<file path="src/srse_consts.vh">
// constants for the subtract / rotate / sleep execution block
`ifndef SRSE_CONSTS_VH
`define SRSE_CONSTS_VH
`define SRSE_OP_NONE 3'h0
`define SRSE_OP_ROTATE_RIGHT 3'h1
`define SRSE_OP_SUB_LITERAL 3'h2
`define SRSE_OP_SUB_FILE 3'h3
`define SRSE_OP_SUB_BORROW 3'h4
`define SRSE_OP_SLEEP 3'h5
`define SRSE_DEST_W 1'h0
`define SRSE_DEST_FILE 1'h1
`define SRSE_W_RESET 8'h00
`define SRSE_WDT_CLEAR 8'h00
`define SRSE_PRESCALE_CLEAR 8'h00
`define SRSE_CARRY_RESET 1'h0
`define SRSE_PD_RESET 1'h1
`define SRSE_TO_RESET 1'h1
`endif

</file>
<file path="src/srse_exec.v">
// execution unit for rotate right, three subtracts and sleep
// Operation
// RULE1 - a destination bit of 0 sends the result to W and 1 to the file register.
// RULE2 - rotate right moves carry into bit 7, bit 0 into carry, and changes only carry.
// RULE3 - subtract-from-literal computes literal minus W into W and updates C, DC and Z.
// RULE4 - subtract-from-file computes file minus W to the destination and updates C, DC, Z.
// RULE5 - subtract-with-borrow also subtracts the inverted carry and updates C, DC, Z.
// RULE6 - rotate results go back to the file register when the destination bit is set.
// RULE7 - sleep clears the power-down flag.
// RULE8 - sleep sets the time-out flag.
// RULE9 - sleep clears the watchdog counter to zero and clears its prescaler; the code only pulses watchdog_clear for one cycle.
// RULE10 - after sleep, execution halts and the oscillator stops until a wake.
// RULE11 - subtract carry means no borrow, digit carry no nibble borrow, zero a zero result.
//
// The placing of the registers and the strobed register port were left to the implementer.
`timescale 1ns/100ps
`default_nettype none
`include "srse_consts.vh"
module srse_exec #(
   parameter WIDTH = 8
) (
   input wire core_clk,
   input wire nrst,
   input wire op_valid,
   input wire [2:0] op_code,
   input wire dest_sel,
   input wire [WIDTH-1:0] literal_in,
   input wire [WIDTH-1:0] file_rd_data,
   input wire wake_event,
   output reg [WIDTH-1:0] w_reg,
   output reg [WIDTH-1:0] file_wr_data,
   output reg file_wr_en,
   output reg carry_flag,
   output reg digit_carry_flag,
   output reg zero_flag,
   output reg power_down_flag,
   output reg time_out_flag,
   output reg watchdog_clear,
   output reg sleep_active,
   output wire osc_run,
   output wire exec_ready
);
   // one-hot core state
   localparam ST_RUN = 2'h1;
   localparam ST_SLEEP = 2'h2;
   reg [1:0] state_reg;
   reg [1:0] state_next;
   reg wake_meta_reg;
   reg wake_sync_reg;

   wire [WIDTH-1:0] sub_a;
   wire [WIDTH-1:0] sub_diff;
   wire sub_c;
   wire sub_dc;
   wire sub_z;
   wire sub_cin;
   wire [WIDTH-1:0] rot_result;
   wire run_op;

   assign run_op = op_valid && (state_reg == ST_RUN);
   assign exec_ready = (state_reg == ST_RUN);
   assign osc_run = (state_reg == ST_RUN); // [RULE10]

   assign sub_a = (op_code == `SRSE_OP_SUB_LITERAL) ? literal_in : file_rd_data; // [RULE3]
   // plain subtracts inject carry 1, the borrow form uses the live carry
   assign sub_cin = (op_code == `SRSE_OP_SUB_BORROW) ? carry_flag : 1'b1; // [RULE5]
   assign rot_result = {carry_flag, file_rd_data[WIDTH-1:1]}; // [RULE2]

   srse_sub_unit #(
      .WIDTH(WIDTH)
   ) u_sub (
      .minuend(sub_a),
      .subtrahend(w_reg),
      .carry_in(sub_cin),
      .diff(sub_diff),
      .carry_out(sub_c),
      .digit_carry_out(sub_dc),
      .zero_out(sub_z)
   );

   // wake is an outside level, synchronise before use
   always @(posedge core_clk or negedge nrst) begin
      if (!nrst) begin
         wake_meta_reg <= 1'b0;
         wake_sync_reg <= 1'b0;
      end else begin
         wake_meta_reg <= wake_event;
         wake_sync_reg <= wake_meta_reg;
      end
   end

   always @* begin
      state_next = state_reg;
      case (state_reg)
         ST_RUN: begin
            if (run_op && op_code == `SRSE_OP_SLEEP)
               state_next = ST_SLEEP; // [RULE10]
         end
         ST_SLEEP: begin
            if (wake_sync_reg)
               state_next = ST_RUN;
         end
         default: state_next = ST_RUN;
      endcase
   end

   always @(posedge core_clk or negedge nrst) begin
      if (!nrst) begin
         state_reg <= ST_RUN;
         w_reg <= `SRSE_W_RESET;
         file_wr_data <= {WIDTH{1'b0}};
         file_wr_en <= 1'b0;
         carry_flag <= `SRSE_CARRY_RESET;
         digit_carry_flag <= 1'b0;
         zero_flag <= 1'b0;
         power_down_flag <= `SRSE_PD_RESET;
         time_out_flag <= `SRSE_TO_RESET;
         watchdog_clear <= 1'b0;
         sleep_active <= 1'b0;
      end else begin
         state_reg <= state_next;
         sleep_active <= (state_next == ST_SLEEP); // [RULE10]
         file_wr_en <= 1'b0;
         watchdog_clear <= 1'b0;
         if (run_op) begin
            case (op_code)
               `SRSE_OP_ROTATE_RIGHT: begin
                  carry_flag <= file_rd_data[0]; // [RULE2]
                  if (dest_sel == `SRSE_DEST_FILE) begin
                     file_wr_data <= rot_result; // [RULE6]
                     file_wr_en <= 1'b1; // [RULE6]
                  end else begin
                     w_reg <= rot_result; // [RULE1]
                  end
               end
               `SRSE_OP_SUB_LITERAL: begin
                  w_reg <= sub_diff; // [RULE3]
                  carry_flag <= sub_c;
                  digit_carry_flag <= sub_dc;
                  zero_flag <= sub_z;
               end
               `SRSE_OP_SUB_FILE,
               `SRSE_OP_SUB_BORROW: begin
                  carry_flag <= sub_c; // [RULE4] [RULE5]
                  digit_carry_flag <= sub_dc; // [RULE4] [RULE5]
                  zero_flag <= sub_z; // [RULE4] [RULE5]
                  if (dest_sel == `SRSE_DEST_FILE) begin
                     file_wr_data <= sub_diff; // [RULE1]
                     file_wr_en <= 1'b1; // [RULE1]
                  end else begin
                     w_reg <= sub_diff; // [RULE1]
                  end
               end
               `SRSE_OP_SLEEP: begin
                  power_down_flag <= 1'b0; // [RULE7]
                  time_out_flag <= 1'b1; // [RULE8]
                  watchdog_clear <= 1'b1; // [RULE9]
               end
               default: begin
               end
            endcase
         end
      end
   end
endmodule // srse_exec
`default_nettype wire

</file>
<file path="src/srse_sub_unit.v">
// subtractor with borrow-style carry, digit carry and zero outputs
`timescale 1ns/100ps
`default_nettype none
module srse_sub_unit #(
   parameter WIDTH = 8
) (
   input wire [WIDTH-1:0] minuend,
   input wire [WIDTH-1:0] subtrahend,
   input wire carry_in,
   output wire [WIDTH-1:0] diff,
   output wire carry_out,
   output wire digit_carry_out,
   output wire zero_out
);
   // a - b - !c == a + ~b + c; carry out high means no borrow
   wire [WIDTH:0] full_sum;
   wire [4:0] low_sum;
   assign full_sum = {1'b0, minuend} + {1'b0, ~subtrahend} + {{WIDTH{1'b0}}, carry_in}; // [RULE11]
   assign low_sum = {1'b0, minuend[3:0]} + {1'b0, ~subtrahend[3:0]} + {4'h0, carry_in}; // [RULE11]
   assign diff = full_sum[WIDTH-1:0];
   assign carry_out = full_sum[WIDTH]; // [RULE11]
   assign digit_carry_out = low_sum[4]; // [RULE11]
   assign zero_out = (full_sum[WIDTH-1:0] == {WIDTH{1'b0}}); // [RULE11]
endmodule // srse_sub_unit
`default_nettype wire

</file>
<file path="config.mk">
export PLATFORM = sky130hd
export DESIGN_NAME = srse_exec
export DESIGN_NICKNAME = d
export VERILOG_FILES = /design/src/srse_exec.v /design/src/srse_sub_unit.v
export VERILOG_INCLUDE_DIRS = /design/src
export SDC_FILE = /design/constraint.sdc
export NUM_CORES = 1
export LEC_CHECK = 0
export BUFFER_PORTS_ARGS = -buffer_cell sky130_fd_sc_hd__buf_2
export CORE_MARGIN = 2
export CORE_UTILIZATION = 30
export CTS_CLUSTER_DIAMETER = 40
export DETAILED_ROUTE_END_ITERATION = 16
export PLACE_DENSITY = 0.51
export SYNTH_ARGS = -nofsm -noshare
export SYNTH_HDL_FRONTEND = slang
export SYNTH_SLANG_ARGS = --single-unit
</file>
<file path="constraint.sdc">
create_clock -name core_clk -period 2.1 [get_ports core_clk]
set_clock_uncertainty 0.05 [all_clocks]
set_input_delay 0.63 -clock core_clk [delete_from_list [all_inputs] [get_ports core_clk]]
set_output_delay 0.63 -clock core_clk [all_outputs]
set_load 0.01 [all_outputs]
</file>
==> After elaboration in Yosys (flattened, before gate mapping) <==
Cells that the tools add are included.
{ "word_totals": {"register_bits": 27, "out_inout_bits": 26} }
{ "op_classes": {"bitwise": 2, "n_reduce_logical": 14, "mux": 17, "n_eq_ne": 12, "add_sub_neg": 4} }
{ "op_table": {"columns": ["op", "count"], "rows": [
  ["two-way mux 8 bit", 5],
  ["case mux 8 bit (3 select lines)", 1],
  ["case mux 8 bit (2 select lines)", 1],
  ["adder 8 x 8 -> 9 bit", 1],
  ["adder 9 x 1 -> 9 bit", 1],
  ["logical NOT 8 bit", 1],
  ["inequality test 2 bit, second input constant", 4],
  ["NOT 8 bit", 1],
  ["AND reduction 4 bit", 2],
  ["== test 3 x 2 -> 1 bit, second input constant", 2],
  ["== test 3 bit, second input constant", 2],
  ["two-way mux 1 bit", 6],
  ["AND reduction 2 bit", 3],
  ["OR reduction 3 bit", 2],
  ["adder 4 x 4 -> 5 bit", 1],
  ["adder 5 x 1 -> 5 bit", 1],
  ["== test 2 bit, second input constant", 2],
  ["two-way mux 2 bit", 2],
  ["NOT 4 bit", 1],
  ["case mux 2 bit (2 select lines)", 1],
  ["nonzero test 2 bit", 2],
  ["== test 3 x 1 -> 1 bit, second input constant", 1],
  ["nonzero test 3 bit", 1],
  ["== test 2 x 1 -> 1 bit, second input constant", 1],
  ["3 further kinds", 4]
]} }

==> Depth between registers and ports, before layout <==
Gate-level depths: netlist of the first run.
{ "depth": {"depth_word": 6, "mapped_depth": 11} }

==> Cells and area by module <==
Synthesis of the first run repeated with hierarchy kept, for this count alone.
{ "hier_totals": {"cells_unflattened": 200, "hier_area_um2": 1961.9} }
{ "by_module_without_submodules": {"columns": ["module", "seq_area_each_um2", "instances", "area_each_um2", "cells_per_inst"], "rows": [
  ["srse_exec", 678.2, 1, 1574.0, 150],
  ["srse_sub_unit", 0.0, 1, 387.9, 50]
]} }

==> Least setup slack after synthesis of the first run <==
OpenSTA, ideal clock, no wires.
{ "synth_timing": {"path_kind": "input to register", "startpoint": "input port op_code[2]", "endpoint": "register zero_flag", "path_stages": 9, "setup_time_ns": 0.076, "arrival_time_ns": 3.292, "path_slack_ns": -1.318, "cell_sequence": "nand2b_1 -> nor2_1 -> mux2_2 -> ha_1 -> and3_4 -> a21boi_1 -> mux2_4 -> or4_1 -> o21ai_1"} }
{ "synth_between": {"elab_chain_cells": 5} }
{ "synth_rtl": {"columns": ["element", "line", "source"], "rows": [
  ["from (decl)", "srse_exec.v:25", "input wire [2:0] op_code,"],
  ["== test 3 x 2 -> 1 bit", "srse_exec.v:126", "case (op_code)"],
  ["two-way mux 8 bit", "srse_exec.v:64", "assign sub_a = (op_code == `SRSE_OP_SUB_LITERAL) ? literal_in : file_rd_data;"],
  ["adder 8 x 8 -> 9 bit", "srse_sub_unit.v:18", "assign full_sum = {1'b0, minuend} + {1'b0, ~subtrahend} + {{WIDTH{1'b0}}, carry_in};"],
  ["adder 9 x 1 -> 9 bit", "srse_sub_unit.v:18", null],
  ["logical NOT 8 bit", "srse_sub_unit.v:23", "assign zero_out = (full_sum[WIDTH-1:0] == {WIDTH{1'b0}});"],
  ["to (signal assigned)", "srse_exec.v:140", "zero_flag <= sub_z;"],
  ["to (signal assigned)", "srse_exec.v:146", "zero_flag <= sub_z;"],
  ["to (decl)", "srse_exec.v:35", "output reg zero_flag,"]
]} }
Parallel ways exist; a longest one is shown, timed or not.
A chain may end at the register's enable or synchronous reset.

==> Final worst setup path of the first run <==
Same ends and word-level chain as after synthesis.

==> out/metrics.yaml, run 1 <==
timing:
  rsz0062_at_grt: "true"
  slew_viol_final: 0
  fin_hold_ws_ns: 0.3090
  slew_headroom_pct: 57.34
  hold_viol_final: 0
  timing.final.crit_share_pct: 142.6
  fin_ws_ns: -0.8952
  worst_pin_slew_ns: 0.6399
  fmax_mhz: 333.9
  period_needed_ns: 2.995
  setup-violations-final: 17
  totalNegativeSetupSlack_ns: -10.28
clock_tree:
  cts_tree: "yes"
  clkLatencyLatePin_ns: 0.28
  cts_max_path_buffers: 2
  htreeDepth: 1
  clkTransAtPathRegs_ns: 0.10
  root_buffer: "clkbuf_8"
  clock_sinks: 27
  cts_hold_buf: 0
  cts_buffers: 3
drt:
  wire_per_inst_um: 13.45
  drt_wl_total_um: 5029
  vias: 1719
  firstDrtPassIters: 4
  drc: 0
  drtIter0Drc: 33
  routed_via_density: 4.596
  ant_nets: 0
synth:
  syn-num-nets: 224
  synthCells: 189
  netlist-cell-type-count: 46
  synth_edf_count: 0
  synth_seq_cells: 27
  yosys_most_used_dff: "dfrtp_1"
  syn_area_um2: 1763
  yosys.area.top_type: "dfrtp_1"
  async_flop_share_pct: 100.0
  yosys_warnings: 0
  synth_area_per_cell_um2: 9.328
  ys_seq_area_share_pct: 38.47
  synth_area_leaders: "dfrtp_1 (35%), ha_1 (6.4%), mux2i_1 (6.2%), o21ai_0 (6.2%), mux2_2 (4.5%)"
  synth_top_area_share_pct: 35.49
worst_setup_path:
  r2r-end: "zero_flag"
  reg2reg_slack_ns: -0.35
  crit_slowest_cell: "or4_1"
  worst_path_largest_cell_delay_ns: 0.52
  cp_cell_sequence: "buf_8, nand2b_4, nor2_4, buf_4, mux2_2, ha_4, and3_4, a21boi_4, mux2_4, or4_1, o21ai_1"
  r2r-start: "carry_flag"
  start_kind: "input port"
  reg2reg_depth: 9
  criticalPathCategory: "in -> reg"
  arrival_ns: 3.15
  endpoint_kind: "register"
  crit_required_ns: 2.26
  path_max_fanout: 5
pwr:
  p_comb_share_pct: 69.1
  p_per_area_nw_per_um2: 1260
  peakVddDrop_v: 0.0005763
  seq_power_share_pct: 22.4
  power.static_leakage_uw: 0.001428
  p_int_uw: 2233
  switching_power_uw: 1435
  clockPowerShare_pct: 8.5
  power.total_uw: 3667
  switching_share_pct: 39.11
placed_design:
  gp_congestion: 0.7975
  preCtsSetupSlack_ns: -1.230
  dp_hpwl_um: 3896
  port_buffers: 48
  dp.cells: 357
run:
  max_cap_viol_count: 0
grt:
  antenna_found_initial: 0
  grt_overflow: 0
  grt_first_pass_wirelength_um: 8286
  grt_pass1_vias: 1758
  grt_max_degree: 28
  grt_use_total_pct: 16.64
cells_and_area:
  nFillCells: 581
  antenna-diode-count: 0
  drive_gt1_share_pct: 54.30
  layout.nets: 338
  stdcell_count: 374
  area_delta_synth_final_pct: 65.08
floorplan:
  core_region_area_um2: 5608
  pin_count: 50
  fp.dieH_um: 80.66
  core.rowCount: 27
  die_w_um: 80.66
  start_util_pct: 31.44
  die_area_um2: 6506
hold_path:
  worst_hold_path_type: "in -> async"
outcome:
  status: "finished with violations"
  violations: "negative setup slack"
## layer usage
| metal | vias up | part of all wire (%) | global-route usage (%) | routed length, um |
|---|---|---|---|---|
| li1 | 885 | - | - | - |
| met1 | 783 | 43 | 19.85 | 2175 |
| met2 | 42 | 51 | 30.75 | 2552 |
| met3 | 9 | 5.0 | 3.708 | 253 |
| met4 | 0 | 0.95 | 2.712 | 48 |
| met5 | - | 0 | 0 | 0 |
## what timing repair did
| action | in CTS | in global routing |
|---|---|---|
| resized for setup | 29 | 19 |
| endpoints found under the hold margin | 0 | 0 |
| endpoints found under the setup margin | 17 | 17 |
| cloned | 0 | 0 |
| buffers inserted | 8 | 6 |
| pin swaps | 10 | 13 |
## worst max path at each step
| stage | from | to | slack, ns | cells past startpoint |
|---|---|---|---|---|
| 2_1_floorplan | op_code[2] | zero_flag | -0.97 | 9 |
| 3_3_place_gp | op_code[2] | zero_flag | -1.17 | 11 |
| 3_5_place_dp | op_code[2] | zero_flag | -1.23 | 11 |
| 4_1_cts | op_code[2] | zero_flag | -0.84 | 12 |
| 5_1_grt | op_code[2] | zero_flag | -0.98 | 12 |
| 6_report | op_code[2] | zero_flag | -0.90 | 11 |
## Yosys cell counts (3+ instances only)
| cell | n |
|---|---|
| mux2i_1 | 11 |
| a21oi_1 | 13 |
| o21bai_1 | 3 |
| o21ai_0 | 22 |
| nand2_1 | 21 |
| mux2_2 | 7 |
| dfrtp_1 | 25 |
| nor2b_1 | 6 |
| inv_1 | 15 |
| ha_1 | 9 |
| clkbuf_1 | 4 |
| nor2_1 | 10 |
| a21o_1 | 4 |
| xnor2_1 | 3 |
## metrics by stage
stage	area (um2)	util [%]
2_1_floorplan	1843	-
3_3_place_gp	2574	45.89
3_5_place_dp	2574	45.89
4_1_cts	2803	49.98
5_1_grt	2910	51.90
6_report	2910	51.90
## cell usage in the layout (no fill, tap or decap), drive strengths merged, types with 3 or more instances in the layout
cell type,n
clkbuf,3
a21oi,14
o21bai,3
o21ai,23
xnor2,3
inv,15
nor2,10
mux2,8
nand2,21
mux2i,11
a21o,4
nor2b,6
buf,115
dfrtp,25
ha,9
## worst max-delay path: cells and delay by family
family | cells | cell delay [ns]
AND/OR/NAND/NOR | 4 | 1.03
multiplexers | 2 | 0.66
adder cells (fa/ha/maj) | 1 | 0.31
AO/OA/AOI/OAI | 2 | 0.29
buffers and inverters | 2 | 0.24
## final cells by class
type,count,area [um2],share of cell area (%)
Multi-Input combinational cell,141,1230,42.26
Inverter,15,56.30,1.935
Clock inverter,1,7.507,0.2580
Clock buffer,3,41.29,1.419
Tap cell,72,90.09,3.095
Timing Repair Buffer,115,807.0,27.73
Sequential cell,27,678.2,23.30
## logic make-up after synthesis
family,after synthesis,synth area share (%)
adders and majority gates,11,8.659
DFF,27,38.47
buffers and inverters,21,4.896
and+or+nand+nor,50,14.62
other,1,0.2127
xor gates and xnor gates,4,1.988
muxes,19,11.57
AOI/OAI and AO/OA,56,19.59
## power groups by stage
stage	Combinational [uW]	Sequential (uW)	Clock (uW)
after floorplan	1020	915	0
after global placement	2020	827	0
after detailed placement	2040	830	0
after CTS	2380	824	330
after global routing	2800	851	352
final	2540	820	312
(Power assumes the default switching activity.)
==> run 2: changes to the inputs <==
==> constraint.sdc (replaced) <==
create_clock -name core_clk -period 2.1 [get_ports core_clk]
set_clock_uncertainty 0.05 [all_clocks]
set_input_delay 0.105 -clock core_clk [delete_from_list [all_inputs] [get_ports core_clk]]
set_output_delay 0.105 -clock core_clk [all_outputs]
set_load 0.01 [all_outputs]
==> out/metrics.yaml, run 2 (synthesized netlist as in run 1, its figures left out) <==
outcome:
  status: "finished with violations"  # unchanged
  violations: "negative setup slack"  # unchanged
worst_setup_path:
  cp_cell_sequence: "fa_2, buf_4, nand3b_1, a21boi_2, mux2_4, or4_1, o21ai_1"  # was buf_8, nand2b_4, nor2_4, buf_4, mux2_2, ha_4, and3_4, a21boi_4, mux2_4, or4_1, o21ai_1
  start_kind: "register"  # was input port
  path_max_fanout: 2  # was 5
  endpoint_kind: "register"  # unchanged
  arrival_ns: 2.57  # was 3.15 ns
  crit_buf_inv: 1  # was 2
  worst_path_largest_cell_delay_ns: 0.52  # about the same
  cp_top_family: "simple AND/OR/NAND/NOR gates"  # unchanged
  criticalPathCategory: "reg -> reg"  # was in -> reg
  path_depth: 7  # was 11
  crit_slowest_cell: "or4_1"  # unchanged
  reg2reg_depth: 7  # was 9
  crit_required_ns: 2.27  # was 2.26 ns
clock_tree:
  htreeDepth: 1  # unchanged
  cts_tree: "yes"  # unchanged
  clkLatencyLatePin_ns: 0.28  # about the same
  root_buffer: "clkbuf_8"  # unchanged
  cts_max_path_buffers: 2  # unchanged
  cts_buffers: 3  # unchanged
  clkTransAtPathRegs_ns: 0.11  # was 0.10 ns
  clock_sinks: 27  # unchanged
drt:
  routed_via_density: 4.639  # was 4.596
  drt_wl_total_um: 4785  # was 5029 um
  ant_nets: 0  # unchanged
  drc: 0  # unchanged
  drtIter0Drc: 38  # was 33
  wire_per_inst_um: 13.40  # was 13.45 um
  wl_met2_um: 2357  # was 2552 um
  met3WireLength_um: 147  # was 253 um
  wirelength_met1_um: 2273  # was 2175 um
  firstDrtPassIters: 4  # unchanged
  top_layer: "met4"  # unchanged
  vias: 1656  # was 1719
grt:
  grt_max_degree: 28  # unchanged
  grt_pass1_vias: 1666  # was 1758
  grt_use_total_pct: 15.19  # was 16.64%
  antenna_found_initial: 0  # unchanged
  grt_first_pass_wirelength_um: 7721  # was 8286 um
  grt_overflow: 0  # unchanged
pwr:
  p_per_area_nw_per_um2: 1250  # was 1260 nW/um2
  peakVddDrop_v: 0.0005932  # was 0.0005763 V
  power.static_leakage_uw: 0.001333  # was 0.001428 uW
floorplan:
  die_w_um: 80.66  # unchanged
  pin_count: 50  # unchanged
  core_region_area_um2: 5608  # unchanged
  start_util_pct: 31.44  # unchanged
  die_area_um2: 6506  # unchanged
  fp.dieH_um: 80.66  # unchanged
  core.rowCount: 27  # unchanged
timing:
  fin_ws_ns: -0.3047  # was -0.8952 ns
  setup-violations-final: 10  # was 17
  worst_pin_slew_ns: 0.6310  # was 0.6399 ns
  hold_viol_final: 0  # unchanged
  slew_headroom_pct: 57.94  # was 57.34%
  rsz0062_at_grt: "true"  # unchanged
  timing.final.crit_share_pct: 114.5  # was 142.6%
  fmax_mhz: 415.9  # was 333.9 MHz
  slew_viol_final: 0  # unchanged
  period_needed_ns: 2.405  # was 2.995 ns
placed_design:
  gp_congestion: 0.8378  # was 0.7975
  preCtsSetupSlack_ns: -0.6617  # was -1.230 ns
  port_buffers: 48  # unchanged
  dp_hpwl_um: 3762  # was 3896 um
cells_and_area:
  layout.nets: 321  # was 338
  nFillCells: 567  # was 581
  layout_common_cells: "buf_2 (46), buf_4 (46), dfrtp_1 (25)"  # was buf_4 (59), buf_2 (46), dfrtp_1 (25)
  area_delta_synth_final_pct: 53.02  # was 65.08%
  final_util_pct: 48.10  # was 51.90%
  antenna-diode-count: 0  # unchanged
  drive_gt1_share_pct: 48.77  # was 54.30%
hold_path:
  hold_depth: 3
  worst_hold_path_type: "in -> reg"  # was in -> async
run:
  max_cap_viol_count: 0  # unchanged
==> run 2: cell types whose count changed in the layout (fill, tap and decap cells not counted), sizes merged <==
| cell | change |
|---|---|
| inv | +1 |
| buf | -19 |
| dlygate4sd3 | +2 |
| clkinvlp | -1 |
==> run 2: worst register-to-register path, delay by kind of cell (launching register included) <==
kind,cells,cell delay (ns)
AO/OA/AOI/OAI,2,0.29
adder cells (fa/ha/maj),1,0.40
buffers and inverters,1,0.14
flip-flops,1,0.43
multiplexers,1,0.31
AND/OR/NAND/NOR,2,0.71
==> run 2: layout make-up <==
type / count / area, um2 / share of cell area, %
clock buffers: 3 / 41.29 / 1.531
clock inverters: 1 / 8.758 / 0.3247
inverters: 15 / 56.30 / 2.087
multi-input cells: 141 / 1165 / 43.18
flip-flops and latches: 27 / 678.2 / 25.14
well taps: 72 / 90.09 / 3.340
repair buffers: 98 / 658.1 / 24.40
==> run 2: final timing paths <==
path	start	to	slack, ns
worst min-delay path	file_rd_data[6]	w_reg[5]	0.06
min in group asynchronous	nrst	w_reg[2]	0.32
max in group asynchronous	nrst	file_wr_data[5]	1.27
worst max register to register	w_reg[0]	zero_flag	-0.30
worst min register to register	wake_meta_reg	wake_sync_reg	0.31
worst max-delay path	w_reg[0]	zero_flag	-0.30
==> run 2: timing repair <==
item,4_1_cts,5_1_grt
setup endpoints to repair,11,12
hold buffers,2,0
gates resized for setup,18,14
setup buffers,3,2
pin swaps,13,10
endpoints found under the hold margin,26,0
==> run 2: per-stage QoR <==
step                total power (uW)  area (um2)  hold WS, ns  setup TNS (ns)  std cells
floorplan                       1900        1827      -0.2406          -1.807        189
global placement                2763        2475       0.1114          -5.891        346
detailed placement              2784        2475       0.1184          -6.015        346
CTS                             3251        2620      0.05596          -1.551        355
global route                    3687        2698      0.09018          -2.743        357
finish                          3373        2698      0.06067          -1.214        357
==> run 2: power breakdown <==
group | leakage [uW] | switching, uW | internal, uW
clock network | 0.0000261 | 190 | 140
registers | 0.000334 | 106 | 710
logic | 0.000973 | 1030 | 1190
total | 0.00133 | 1330 | 2040
==> run 2: metal layers <==
metal | vias up | track usage [%]
li1 | 853 | -
met5 | - | 0
met2 | 34 | 26.92
met1 | 767 | 20.44
met3 | 2 | 1.798
met4 | 0 | 1.525
